**src/hdl/kpi_defines.svh**
```systemverilog
`ifndef KPI_DEFINES_SVH
`define KPI_DEFINES_SVH

`define KPI_ADDR_W 4
`define KPI_OFS_STATUS_CONTROL 4'h0
`define KPI_OFS_ENABLE_MASK 4'h1
`define KPI_OFS_POLARITY_SELECT 4'h2
`define KPI_OFS_EVT_STATUS 4'h3
`define KPI_OFS_EVT_CLEAR 4'h4
`define KPI_OFS_EVT_ENABLE 4'h5

`define KPI_BIT_MODE 0
`define KPI_BIT_IRQ_EN 1
`define KPI_BIT_ACK 2
`define KPI_BIT_FLAG 3

`define KPI_PIN_MASK 8'h37
`define KPI_RESET_BYTE 8'h00

`define KPI_EVT_W 2
`define KPI_EVT_DETECT 0
`define KPI_EVT_WAKE 1

`endif

```
**src/hdl/kpi_pkg.sv**
```systemverilog
`default_nettype none
`include "kpi_defines.svh"

package kpi_pkg;

    typedef struct packed {
        logic [`KPI_ADDR_W-1:0] addr;
        logic [7:0] wdata;
        logic wr;
        logic rd;
    } kpi_bus_s;

    typedef enum logic [1:0] {
        KPI_IDLE = 2'b00,
        KPI_RUN = 2'b01
    } kpi_state_e;

endpackage

`default_nettype wire

```
**src/hdl/kpi_keypad_interrupt_unit.sv**
```systemverilog
// Overview of operation
// - Interrupt enable bit 1 gates whether a set flag raises a request.
// - Mode bit 0 selects edge-only or edge-plus-level detection for all pins.
// - Per-pin enable bits 5,4,2:0 admit each pin as a source.
// - Polarity bit 0 means falling/low, 1 means rising/high per pin.
// - Falling edge is high sample then low sample on next clock.
// - Rising edge is low sample then high sample on next clock.
// - Edge-only mode: valid edge on enabled pin sets sticky flag.
// - Flag set with interrupt enable raises the processor request.
// - Edge-only mode: writing 1 to acknowledge clears the flag.
// - Edge-plus-level mode: edge or active level sets the flag.
// - Edge-plus-level mode: acknowledge clears only when all enabled pins inactive.
// - Enabling pins never turns on pull devices; pulls are separate.
// - Enabled pin with interrupt enabled produces a wake-up event.
// - Flag at bit 3 is read-only; writes leave it alone.
// - Acknowledge bit 2 always reads as zero.
`timescale 1ns/1ps
`default_nettype none
`include "kpi_defines.svh"

module kpi_keypad_interrupt_unit #(
    parameter int PIN_W = 8
) (
    input wire logic clk_in,
    input wire logic reset_in,
    input wire logic [`KPI_ADDR_W-1:0] addr_in,
    input wire logic [7:0] wdata_in,
    input wire logic wr_in,
    input wire logic rd_in,
    output logic [7:0] rdata_out,
    input wire logic [PIN_W-1:0] keypad_input_pin_in,
    output logic irq_request_out,
    output logic wake_out,
    output logic evt_irq_out
);

    // Detection is written for the eight-bit port layout only
    if (PIN_W != 8) begin : g_check_pin_w
        $error("PIN_W must be 8");
    end
    // Event bits must fit the byte-wide read path
    if (`KPI_EVT_W > 8) begin : g_check_evt_w
        $error("KPI_EVT_W must not exceed 8");
    end

    kpi_pkg::kpi_bus_s bus;
    assign bus = '{addr: addr_in, wdata: wdata_in, wr: wr_in, rd: rd_in};

    logic [7:0] pin_enable_n_reg;
    logic [7:0] pin_polarity_n_reg;
    logic irq_request_enable_reg;
    logic edge_level_mode_reg;
    logic detect_flag_reg;
    logic [PIN_W-1:0] sample_reg;
    logic [PIN_W-1:0] armed_reg;
    logic [`KPI_EVT_W-1:0] evt_status_reg;
    logic [`KPI_EVT_W-1:0] evt_enable_reg;
    logic [7:0] rdata_reg;
    logic wake_reg;
    kpi_pkg::kpi_state_e state_reg;

    logic [7:0] pin_mask;
    logic [PIN_W-1:0] active_now;
    logic [PIN_W-1:0] active_prev;
    logic edge_hit;
    logic level_hit;
    logic set_flag;
    logic ack_write;
    logic clear_blocked;
    logic detect_live;
    logic [PIN_W-1:0] pin_edge;
    logic [PIN_W-1:0] pin_level;
    logic [7:0] rdata_next;
    logic [7:0] status_byte;
    logic wr_status;
    logic wr_enable;
    logic wr_polarity;
    logic wr_evt_clear;
    logic wr_evt_enable;
    logic [`KPI_EVT_W-1:0] evt_clear;

    // Active level per pin after polarity; only real pin positions count
    function automatic logic [PIN_W-1:0] asserted(input logic [PIN_W-1:0] v, input logic [7:0] pol);
        asserted = (v ~^ pol) & `KPI_PIN_MASK;
    endfunction

    function automatic logic wr_hit(input kpi_pkg::kpi_bus_s b, input logic [`KPI_ADDR_W-1:0] a);
        wr_hit = b.wr && (b.addr == a);
    endfunction

    function automatic logic [7:0] pad_evt(input logic [`KPI_EVT_W-1:0] v);
        pad_evt = {{(8-`KPI_EVT_W){1'b0}}, v};
    endfunction

    assign pin_mask = pin_enable_n_reg & `KPI_PIN_MASK;
    assign active_now = asserted(keypad_input_pin_in, pin_polarity_n_reg) & pin_mask;
    assign active_prev = asserted(sample_reg, pin_polarity_n_reg) & pin_mask;

    // Per-pin terms kept apart so a stuck pin shows on its own bit
    always_comb begin
        pin_edge = '0;
        pin_level = '0;
        for (int i = 0; i < PIN_W; i++) begin
            // Edge only after an inactive sample was seen while armed
            pin_edge[i] = active_now[i] && !active_prev[i] && armed_reg[i];
            pin_level[i] = edge_level_mode_reg && active_now[i];
        end
    end

    // Nothing counts until some pin has been enabled for a cycle
    assign detect_live = (state_reg == kpi_pkg::KPI_RUN);
    assign edge_hit = |pin_edge;
    assign level_hit = |pin_level;
    assign set_flag = (edge_hit || level_hit) && detect_live;
    // Any enabled pin still active holds the flag in level mode
    assign clear_blocked = edge_level_mode_reg && (|active_now);

    assign wr_status = wr_hit(bus, `KPI_OFS_STATUS_CONTROL);
    assign wr_enable = wr_hit(bus, `KPI_OFS_ENABLE_MASK);
    assign wr_polarity = wr_hit(bus, `KPI_OFS_POLARITY_SELECT);
    assign wr_evt_clear = wr_hit(bus, `KPI_OFS_EVT_CLEAR);
    assign wr_evt_enable = wr_hit(bus, `KPI_OFS_EVT_ENABLE);
    assign ack_write = wr_status && bus.wdata[`KPI_BIT_ACK];

    always_ff @(posedge clk_in or posedge reset_in) begin
        if (reset_in) begin
            sample_reg <= '0;
        end else begin
            sample_reg <= keypad_input_pin_in;
        end
    end

    // Arming blocks a false edge from a pin just enabled while already active
    always_ff @(posedge clk_in or posedge reset_in) begin
        if (reset_in) begin
            armed_reg <= '0;
        end else begin
            armed_reg <= ~active_now & pin_mask;
        end
    end

    always_ff @(posedge clk_in or posedge reset_in) begin
        if (reset_in) begin
            state_reg <= kpi_pkg::KPI_IDLE;
        end else begin
            case (state_reg)
                kpi_pkg::KPI_IDLE: begin
                    if (|pin_mask) begin
                        state_reg <= kpi_pkg::KPI_RUN;
                    end
                end
                kpi_pkg::KPI_RUN: begin
                    if (~|pin_mask) begin
                        state_reg <= kpi_pkg::KPI_IDLE;
                    end
                end
                default: begin
                    state_reg <= kpi_pkg::KPI_IDLE;
                end
            endcase
        end
    end

    always_ff @(posedge clk_in or posedge reset_in) begin
        if (reset_in) begin
            irq_request_enable_reg <= 1'b0;
        end else if (wr_status) begin
            irq_request_enable_reg <= bus.wdata[`KPI_BIT_IRQ_EN];
        end
    end

    // Mode is rewritten by every control write, like the enable bit
    always_ff @(posedge clk_in or posedge reset_in) begin
        if (reset_in) begin
            edge_level_mode_reg <= 1'b0;
        end else if (wr_status) begin
            edge_level_mode_reg <= bus.wdata[`KPI_BIT_MODE];
        end
    end

    // Unbonded positions are forced low so they read back as zero
    always_ff @(posedge clk_in or posedge reset_in) begin
        if (reset_in) begin
            pin_enable_n_reg <= `KPI_RESET_BYTE;
        end else if (wr_enable) begin
            pin_enable_n_reg <= bus.wdata & `KPI_PIN_MASK;
        end
    end

    always_ff @(posedge clk_in or posedge reset_in) begin
        if (reset_in) begin
            pin_polarity_n_reg <= `KPI_RESET_BYTE;
        end else if (wr_polarity) begin
            pin_polarity_n_reg <= bus.wdata & `KPI_PIN_MASK;
        end
    end

    always_ff @(posedge clk_in or posedge reset_in) begin
        if (reset_in) begin
            evt_enable_reg <= '0;
        end else if (wr_evt_enable) begin
            evt_enable_reg <= bus.wdata[`KPI_EVT_W-1:0];
        end
    end

    // Set wins over acknowledge; in level mode an active pin also blocks the clear
    always_ff @(posedge clk_in or posedge reset_in) begin
        if (reset_in) begin
            detect_flag_reg <= 1'b0;
        end else if (set_flag && state_reg == kpi_pkg::KPI_RUN) begin
            detect_flag_reg <= 1'b1;
        end else if (ack_write && !(edge_level_mode_reg && (|active_now))) begin
            detect_flag_reg <= 1'b0;
        end
    end

    // Wake high the cycle after each set_flag cycle while requests are enabled, so an active level in level mode holds it
    always_ff @(posedge clk_in or posedge reset_in) begin
        if (reset_in) begin
            wake_reg <= 1'b0;
        end else begin
            wake_reg <= set_flag && irq_request_enable_reg && (state_reg == kpi_pkg::KPI_RUN);
        end
    end

    logic [`KPI_EVT_W-1:0] evt_set;
    assign evt_set = {wake_reg, set_flag};
    assign evt_clear = wr_evt_clear ? bus.wdata[`KPI_EVT_W-1:0] : '0;

    always_ff @(posedge clk_in or posedge reset_in) begin
        if (reset_in) begin
            evt_status_reg <= '0;
        end else begin
            // Set wins over a clear in the same cycle
            evt_status_reg <= (evt_status_reg & ~evt_clear) | evt_set;
        end
    end

    // Acknowledge bit always reads zero
    assign status_byte = {4'h0, detect_flag_reg, 1'b0, irq_request_enable_reg, edge_level_mode_reg};

    // Idle cycles return zero so a stale byte never passes for an answer
    always_comb begin
        rdata_next = `KPI_RESET_BYTE;
        if (bus.rd) begin
            case (bus.addr)
                `KPI_OFS_STATUS_CONTROL: begin
                    rdata_next = status_byte;
                end
                `KPI_OFS_ENABLE_MASK: begin
                    rdata_next = pin_enable_n_reg;
                end
                `KPI_OFS_POLARITY_SELECT: begin
                    rdata_next = pin_polarity_n_reg;
                end
                `KPI_OFS_EVT_STATUS: begin
                    rdata_next = pad_evt(evt_status_reg);
                end
                `KPI_OFS_EVT_ENABLE: begin
                    rdata_next = pad_evt(evt_enable_reg);
                end
                default: begin
                    rdata_next = `KPI_RESET_BYTE;
                end
            endcase
        end
    end

    always_ff @(posedge clk_in or posedge reset_in) begin
        if (reset_in) begin
            rdata_reg <= `KPI_RESET_BYTE;
        end else begin
            rdata_reg <= rdata_next;
        end
    end

    assign rdata_out = rdata_reg;
    assign irq_request_out = detect_flag_reg && irq_request_enable_reg;
    assign wake_out = wake_reg;
    assign evt_irq_out = |(evt_status_reg & evt_enable_reg);

endmodule

`default_nettype wire

```
**config.mk**
```make
export PLATFORM = sky130hd
export DESIGN_NAME = kpi_keypad_interrupt_unit
export DESIGN_NICKNAME = d
export VERILOG_FILES = /design/src/hdl/kpi_pkg.sv /design/src/hdl/kpi_keypad_interrupt_unit.sv
export VERILOG_INCLUDE_DIRS = /design/src /design/src/hdl
export SDC_FILE = /design/constraint.sdc
export NUM_CORES = 1
export LEC_CHECK = 0
export BUFFER_PORTS_ARGS = -buffer_cell sky130_fd_sc_hd__buf_2
export CORE_MARGIN = 5
export CORE_UTILIZATION = 55
export CTS_BUF_LIST = sky130_fd_sc_hd__clkbuf_4
export DETAILED_ROUTE_END_ITERATION = 12
export PLACE_DENSITY = 0.87
export SLEW_MARGIN = 15
export SYNTH_ARGS = -nofsm -noshare
export SYNTH_HDL_FRONTEND = slang
export SYNTH_SLANG_ARGS = --single-unit
```
**constraint.sdc**
```tcl
create_clock -name clk_in -period 1.8 [get_ports clk_in]
set_input_delay 0.45 -clock clk_in [delete_from_list [all_inputs] [get_ports clk_in]]
set_output_delay 0.45 -clock clk_in [all_outputs]
set_load 0.02 [all_outputs]
```
==> flow_summary.toml, run 1 <==
[worst_setup_path]
critPathKind = "reg -> reg"
crit_chain = "xnor2_1, a222oi_1, a21boi_1, o41ai_2, nand2_1"
crit_fanout = 3
start_kind = "flop"
r2r_slack_ps = 130
timing.rr.start = "pin_polarity_n_reg[5]"
r2r-end = "evt_status_reg[0]"
crit_path_top_delay_cell = "dfrtp_1"
crit_start = "pin_polarity_n_reg[5]"
rr_worst_depth = 5
cp-end-kind = "flop"
required_ps = 2030
slowest_delay_ps = 410
cp-endpoint = "evt_status_reg[0]"
cp_data_arrival_time_ps = 1900

[layout]
layout-drive-gt1-share_pct = 34.1
final_nets = 205
antenna_cells = 0
largest_register_ff_count = 6
fin_util_pct = 67.6
stdcell_count = 213
area_growth_pct = 16.9
final_area_um2 = 1860

[yosys]
synth_area_leader_cell = "dfrtp_1"
synth-seq-cells = 35
synth_area_um2 = 1600
synth_area_leaders = "dfrtp_1, mux2_2, nand2_1, a21oi_1, xnor2_1"
ys_warn_count = 0
synth_cells = 142
syn_area_per_cell_um2 = 11.2
synth_top_area_share_pct = 54.9
ys_seq_area_share_pct = 54.9
synth_cell_types = 36

[drt]
vias = 1195
dr.pass1.iters = 4
avgViaCountPerCell = 5.61
drt_iter0_drc = 50
wl_per_cell_um = 15.3
ant_nets = 0
wl_mm = 3.26
drc = 0

[sta]
hold_viol_final = 0
rsz0062_at_grt = "no"
fmax_ghz = 0.600
setup_viol = 0
period_minus_slack_ps = 1670
slew_viol_final = 0
fin_crit_sh_pct = 92.5
setup_ws_ps = 134
skew_ps = 11.8
finalSetupTns_ps = 0

[floorplan]
start_util_pct = 57.8
fp-row-count = 19
die_y_um = 63.9
dieArea_um2 = 4080
die_width_um = 63.9
io_pins = 35
core_um2 = 2760

[pwr]
powerDensity_nw_per_um2 = 1020
p_leak_nw = 0.903
max-vdd-ir-drop_uv = 824

[clocking]
root_buffer = "clkbuf_4"
numClockSinks = 35
cts_buffer_depth = 2
htreeDepth = 2
cts.clk_slew.worst_paths_ps = 110
cts_tree = "done"
hold_buffers = 0
cts_buffers = 5
clk_latency_ps = 350
postCtsSetupRepairBufs = 0

[run]
drv_cap = 0

[global_route]
grt_start_max_net_pins = 36
grt_overflow_total = 0
grt_pass1_vias = 1253
antenna_found_initial = 0
grt_pass1_wl_mm = 5.78
globalRouteTotalUtil_pct = 17.8

[placed_design]
io_buffer_count = 26
dp_hpwl_mm = 2.50
place_ws_ps = -108
dp_cells = 205
place.gp.congestion = 0.884
dpl_cell_area_um2 = 1810

[hold_path]
hold_path.class = "in -> async"

[run_status]
status = "completed"
worst min-delay path by stage:
stage / startpoint / end / slack, ps / depth (start not counted)
3_3_place_gp: wake_out / evt_status_reg[1] / 440 / 1
5_1_grt: reset_in / evt_status_reg[0] / 230 / 3
2_1_floorplan: evt_status_reg[0] / evt_status_reg[0] / 460 / 2
4_1_cts: reset_in / detect_flag_reg / 180 / 3
6_report: reset_in / rdata_out[1] / 180 / 3
3_5_place_dp: wake_out / evt_status_reg[1] / 440 / 1
cells in the mapped netlist:
cell and instances:
nor3_1 3, clkbuf_1 1, xnor2_1 5, and2_1 1, or2_2 1, and3_2 1
a22oi_1 4, inv_1 2, o221ai_1 1, and2b_2 1, a21boi_1 1, mux2_2 14
nor2_1 10, and3_1 3, mux2i_1 2, o21ai_0 1, nand3_1 1, nor3b_1 2
conb_1 1, and4b_1 2, a21oi_1 10, buf_2 1, nand2b_1 3, nor2b_1 6
a222oi_1 1, o41ai_2 1, a22o_1 1, o21bai_1 2, o211ai_1 1, a21o_1 1
o22ai_1 2, dfrtp_1 35, buf_4 2, and3b_2 1, nand2_1 16, and3b_1 2
cell type report:
cell class	instances	area [µm²]
Clock buffer	5	37.5
Fill cell	202	893
Tap cell	31	38.8
Inverter	2	7.51
Multi-Input combinational cell	102	692
Clock inverter	3	15.0
Timing Repair Buffer	35	198
Sequential cell	35	876
cell families after synthesis:
kind of cell	synth area share, %
AOI/OAI and AO/OA	11.2
other	0.235
muxes	11.1
DFF	54.9
buffers and inverters	1.96
xor gates and xnor gates	2.74
and+or+nand+nor	17.8
critical path: cells and delay by family (launching register included):
| kind | cells | cell delay (ps) |
|---|---|---|
| AO/OA/AOI/OAI | 3 | 920 |
| XOR/XNOR | 1 | 160 |
| flip-flops | 1 | 410 |
| AND/OR/NAND/NOR | 1 | 90 |
placed cells by master (no fill, tap or decap), types with 2 or more instances in the layout:
cell type / n
nor3_1: 3
nand2b_1: 3
o22ai_1: 2
conb_1: 2
clkbuf_4: 5
a22oi_1: 4
and3b_1: 2
buf_4: 9
nor3b_1: 2
and4b_1: 2
inv_1: 2
nor2_1: 10
and3_1: 3
dfrtp_1: 35
buf_2: 26
xnor2_1: 5
nand2_1: 16
o21bai_1: 2
nor2b_1: 6
a21oi_1: 10
mux2i_1: 2
mux2_2: 14
clkinv_2: 3
layer usage:
| layer | track usage [%] | routed length [µm] |
|---|---|---|
| met3 | 5.78 | 212 |
| met2 | 29.6 | 1650 |
| met5 | 0 | 0 |
| met1 | 21.9 | 1370 |
| met4 | 5.45 | 34 |
metrics by stage:
step	hold WS (ps)	total power (W)
floorplan	465	0.00133
global placement	440	0.00148
detailed placement	437	0.00151
CTS	181	0.00192
global route	232	0.00202
finish	181	0.00190
what timing repair did:
action / 4_1_cts / 5_1_grt
endpoints found under the hold margin: 0 / 0
gates resized for setup: 0 / 0
endpoints found under the setup margin: 0 / 3
power by group:
part / switching (W) / internal, W
Combinational: 0.000232 / 0.000239
Clock: 0.000262 / 0.000145
Sequential: 0.000110 / 0.000916
Total: 0.000604 / 0.00130
Note: power is estimated with default switching activity, not from simulation.
==> run 2: changes to the inputs <==
--- a/config.mk
+++ b/config.mk
@@ -7,11 +7,13 @@
 export NUM_CORES = 1
 export LEC_CHECK = 0
 export BUFFER_PORTS_ARGS = -buffer_cell sky130_fd_sc_hd__buf_2
+export CAP_MARGIN = 20
 export CORE_MARGIN = 5
 export CORE_UTILIZATION = 55
 export CTS_BUF_LIST = sky130_fd_sc_hd__clkbuf_4
 export DETAILED_ROUTE_END_ITERATION = 12
 export PLACE_DENSITY = 0.87
+export RECOVER_POWER = 100
 export SLEW_MARGIN = 15
 export SYNTH_ARGS = -nofsm -noshare
 export SYNTH_HDL_FRONTEND = slang
==> run 2 against run 1 <==
Against the previous run:
- clock power about the same
- critical endpoint unchanged
- final area is 1.9% lower
- routed wire length down 0.40%
- critical path type unchanged
==> flow_summary.toml, run 2 (synthesis results as in run 1) <==
[run_status]
status = "completed"

[floorplan]
dieArea_um2 = 4080
die_width_um = 63.9
start_util_pct = 57.8
io_pins = 35
fp-row-count = 19
core_um2 = 2760
die_y_um = 63.9

[global_route]
antenna_found_initial = 0
grt_pass1_vias = 1253
grt_pass1_wl_mm = 5.78
grt_start_max_net_pins = 36
globalRouteTotalUtil_pct = 17.8
grt_overflow_total = 0

[worst_setup_path]
crit_fanout = 4
start_kind = "flop"
cp_data_arrival_time_ps = 1880
critPathKind = "reg -> reg"
r2r_slack_ps = 150
rr_worst_depth = 6
cp-end-kind = "flop"
crit_start = "pin_polarity_n_reg[5]"
required_ps = 2030
timing.rr.start = "pin_polarity_n_reg[5]"

[drt]
vias = 1183
wl_mm = 3.25
ant_nets = 0
avgViaCountPerCell = 5.55
wl_per_cell_um = 15.3
drt_iter0_drc = 52
drc = 0
dr.pass1.iters = 5

[sta]
fmax_ghz = 0.605
hold_viol_final = 0
slew_viol_final = 0
skew_ps = 10.6
rsz0062_at_grt = "no"
period_minus_slack_ps = 1650
hold_slack_ps = 269
fin_crit_sh_pct = 91.8
tightest_slew_ps = 830
relSlewSlack_pct = 44.7
setup_ws_ps = 148
setup_viol = 0
finalSetupTns_ps = 0

[clocking]
cts_tree = "done"
htreeDepth = 2
cts_buffers = 5
clk_latency_ps = 350
numClockSinks = 35
cts_buffer_depth = 2
cts.clk_slew.worst_paths_ps = 110
root_buffer = "clkbuf_4"
cts_resized = 0

[hold_path]
holdPathStages = 1
hold_path.class = "in -> reg"
worstHoldStart = "keypad_input_pin_in[1]"

[placed_design]
place_ws_ps = -108
io_buffer_count = 26
dp_hpwl_mm = 2.50
dpl_cell_area_um2 = 1810
place.gp.congestion = 0.884

[pwr]
power_w = 0.00189
max-vdd-ir-drop_uv = 820
powerDensity_nw_per_um2 = 1030
p_leak_nw = 0.833

[layout]
largest_register_ff_count = 6
antenna_cells = 0
layout_commonest_cell = "dfrtp_1"
layout-drive-gt1-share_pct = 23.1
mostFrequentLayoutCells = "dfrtp_1, clkbuf_1, nand2_1"
area_growth_pct = 14.7
final_area_um2 = 1830
final_nets = 205

[run]
drv_cap = 0
-- run 2: cell count changes in the layout (fill, tap and decap cells not counted), sizes merged --
cell    previous run  this run
buf               35        14
clkbuf             5        26
-- run 2: per-stage QoR --
stage	utilization [%]	std cells
3_3_place_gp	65.7	205
5_1_grt	66.3	213
2_1_floorplan	-	143
4_1_cts	67.6	213
3_5_place_dp	65.7	205
6_report	66.3	213
-- run 2: cell type report --
class	count	area, µm²
multi-input cells	102	692
flip-flops and latches	35	876
clock inverters	3	15.0
fillers	219	928
well taps	31	38.8
clock buffers	5	37.5
inverters	2	7.51
repair buffers	35	163
-- run 2: repair_timing --
action | in CTS | in global routing
setup buffers | 0 | 0
hold buffers | 0 | 0
setup endpoints to repair | 0 | 3
-- run 2: worst max-delay path: stages (launching register included) --
cell and delay, ps:
dfrtp_1 410, buf_4 160, and3b_2 200, o211ai_1 170, o221ai_1 190, o41ai_2 340
nand2_1 90
-- run 2: worst paths after layout --
kind	to
worst max register to register	evt_status_reg[0]
worst min register to register	evt_status_reg[1]
max in group asynchronous	pin_polarity_n_reg[4]
worst max-delay path	evt_status_reg[0]
worst min-delay path	sample_reg[1]
min in group asynchronous	detect_flag_reg
-- run 2: power by group --
part	internal (W)	total [W]	switching, W
combinational	0.000222	0.000453	0.000230
sequential	0.000916	0.00103	0.000111
clock	0.000145	0.000407	0.000262
total	0.00128	0.00189	0.000603
-- run 2: metal layers --
metal | up-vias | wire (µm) | track usage (%)
met5 | - | 0 | 0
met4 | 0 | 34 | 5.45
met3 | 4 | 235 | 5.78
met2 | 37 | 1630 | 29.6
met1 | 567 | 1350 | 21.9
li1 | 575 | - | -
==> run 3: changes to the inputs <==
--- a/config.mk
+++ b/config.mk
@@ -8,12 +8,13 @@
 export LEC_CHECK = 0
 export BUFFER_PORTS_ARGS = -buffer_cell sky130_fd_sc_hd__buf_2
 export CAP_MARGIN = 20
-export CORE_MARGIN = 5
+export CORE_MARGIN = 3
 export CORE_UTILIZATION = 55
 export CTS_BUF_LIST = sky130_fd_sc_hd__clkbuf_4
 export DETAILED_ROUTE_END_ITERATION = 12
 export PLACE_DENSITY = 0.87
 export RECOVER_POWER = 100
+export SETUP_SLACK_MARGIN = 0.4
 export SLEW_MARGIN = 15
 export SYNTH_ARGS = -nofsm -noshare
 export SYNTH_HDL_FRONTEND = slang
==> run 3 against run 2 <==
Against the previous run:
- the flow now finishes with violations (setup timing)
- sequential power barely moved
- critical path depth did not move
- clock-buffer cell count rose by 2
- clock power rose by 6.6%
- routed wire length rose by 8.9%
==> flow_summary.toml, run 3 (synthesis results as in run 1) <==
[clocking]
numClockSinks = 35
cts_buffer_depth = 2
root_buffer = "clkbuf_4"
hold_buffers = 0
cts_tree = "done"
cts_buffers = 5
htreeDepth = 2
clk_latency_ps = 340
cts.clk_slew.worst_paths_ps = 110

[run_status]
status = "finished with violations"
violations = "setup timing"

[sta]
rsz0062_at_grt = "yes"
setup_ws_ps = -17.2
skew_ps = 12.7
setup_viol = 3
finalSetupTns_ps = -25.3
fmax_ghz = 0.550
period_minus_slack_ps = 1820
tightest_slew_ps = 830
relSlewSlack_pct = 44.7
slew_viol_final = 0
hold_viol_final = 0
fin_crit_sh_pct = 101

[layout]
multiInputGateArea_um2 = 714
area_growth_pct = 18.6
layout-drive-gt1-share_pct = 30.4
ff_latch_area_um2 = 878
mostFrequentLayoutCells = "dfrtp_1, nand2_1, clkbuf_1"
antenna_cells = 0
fillers = 184
final_nets = 207
layout_commonest_cell = "dfrtp_1"
largest_register_ff_count = 6

[worst_setup_path]
start_kind = "flop"
cp_data_arrival_time_ps = 2050
timing.rr.start = "pin_polarity_n_reg[5]"
required_ps = 2030
crit_fanout = 3
cp-end-kind = "flop"
crit_start = "pin_polarity_n_reg[5]"
critPathKind = "reg -> reg"

[hold_path]
worstHoldStart = "keypad_input_pin_in[2]"
hold_path.class = "in -> reg"

[drt]
avgViaCountPerCell = 5.78
dr.pass1.iters = 4
wl_mm = 3.54
drt_iter0_drc = 56
drc = 0
ant_nets = 0
wl_per_cell_um = 16.5
vias = 1237

[placed_design]
place_ws_ps = -133
dp_hpwl_mm = 2.44
io_buffer_count = 26
place.gp.congestion = 0.909

[floorplan]
fp-row-count = 18
dieArea_um2 = 3580
die_y_um = 59.9
core_um2 = 2610
io_pins = 35
start_util_pct = 61.1
die_width_um = 59.9

[pwr]
max-vdd-ir-drop_uv = 739
p_leak_nw = 0.870
powerDensity_nw_per_um2 = 1060

[global_route]
grt_pass1_vias = 1288
globalRouteTotalUtil_pct = 23.0
grt_overflow_total = 0
antenna_found_initial = 0
grt_pass1_wl_mm = 5.93
grt_start_max_net_pins = 36

[run]
drv_cap = 0
-- run 3: changes by cell type in the layout (fill, tap and decap cells not counted), moves of 3 or more --
cell / before / now
buf_2: 9 / 12
buf_4: 5 / 8
clkbuf_1: 20 / 14
clkbuf_4: 5 / 8
-- run 3: metrics by stage --
stage | hold WS [ps] | utilization (%) | total power [W] | instance area [µm²] | cells
after floorplan | 465 | - | 0.00135 | 1650 | 143
final | 256 | 72.4 | 0.00200 | 1890 | 214
after global placement | 441 | 68.3 | 0.00146 | 1780 | 198
after CTS | 180 | 73.2 | 0.00201 | 1910 | 213
after detailed placement | 454 | 68.3 | 0.00149 | 1780 | 198
after global routing | 245 | 72.4 | 0.00210 | 1890 | 214
-- run 3: repair_timing --
action,CTS,global route
buffers inserted,7,1
cloned,0,0
pin swaps,5,4
setup endpoints to repair,5,5
gates resized for setup,7,3
-- run 3: metal layers --
metal | part of all wire, % | vias to the layer above | wire length [µm] | global-route usage (%)
met1 | 41 | 580 | 1450 | 28.0
met4 | 3.6 | 0 | 129 | 11.7
li1 | - | 580 | - | -
met3 | 5.7 | 17 | 203 | 5.18
met2 | 50 | 60 | 1750 | 38.1
met5 | 0 | - | 0 | 0
-- run 3: critical path, stage by stage, from the launching register on --
cell      delay (ps)
dfrtp_2          440
xnor2_2          140
a222oi_1         380
a21boi_1         170
o41ai_2          320
buf_4            190
nand2_2           50
-- run 3: power by group --
part | total [W] | switching, W | internal [W] | leakage (nW)
Clock | 0.000434 | 0.000252 | 0.000182 | 0.0361
Combinational | 0.000528 | 0.000253 | 0.000275 | 0.406
Sequential | 0.00103 | 0.000116 | 0.000918 | 0.427
Total | 0.00200 | 0.000621 | 0.00138 | 0.870
-- run 3: cell type report --
cell class,count,area share (%)
multi-input cells,102,37.8
flip-flops and latches,35,46.4
well taps,30,1.98
clock inverters,1,0.265
clock buffers,7,2.78
repair buffers,37,10.4
inverters,2,0.397
-- run 3: final timing paths --
kind                                         endpoint  cells after the start  slack, ps
worst max-delay path                  detect_flag_reg                      6        -20
worst min-delay path                    sample_reg[2]                      1        260
worst max register to register        detect_flag_reg                      6        -20
worst min register to register      evt_status_reg[1]                      1        470
max in group asynchronous       pin_polarity_n_reg[5]                      3        910
min in group asynchronous                rdata_out[5]                      3        320
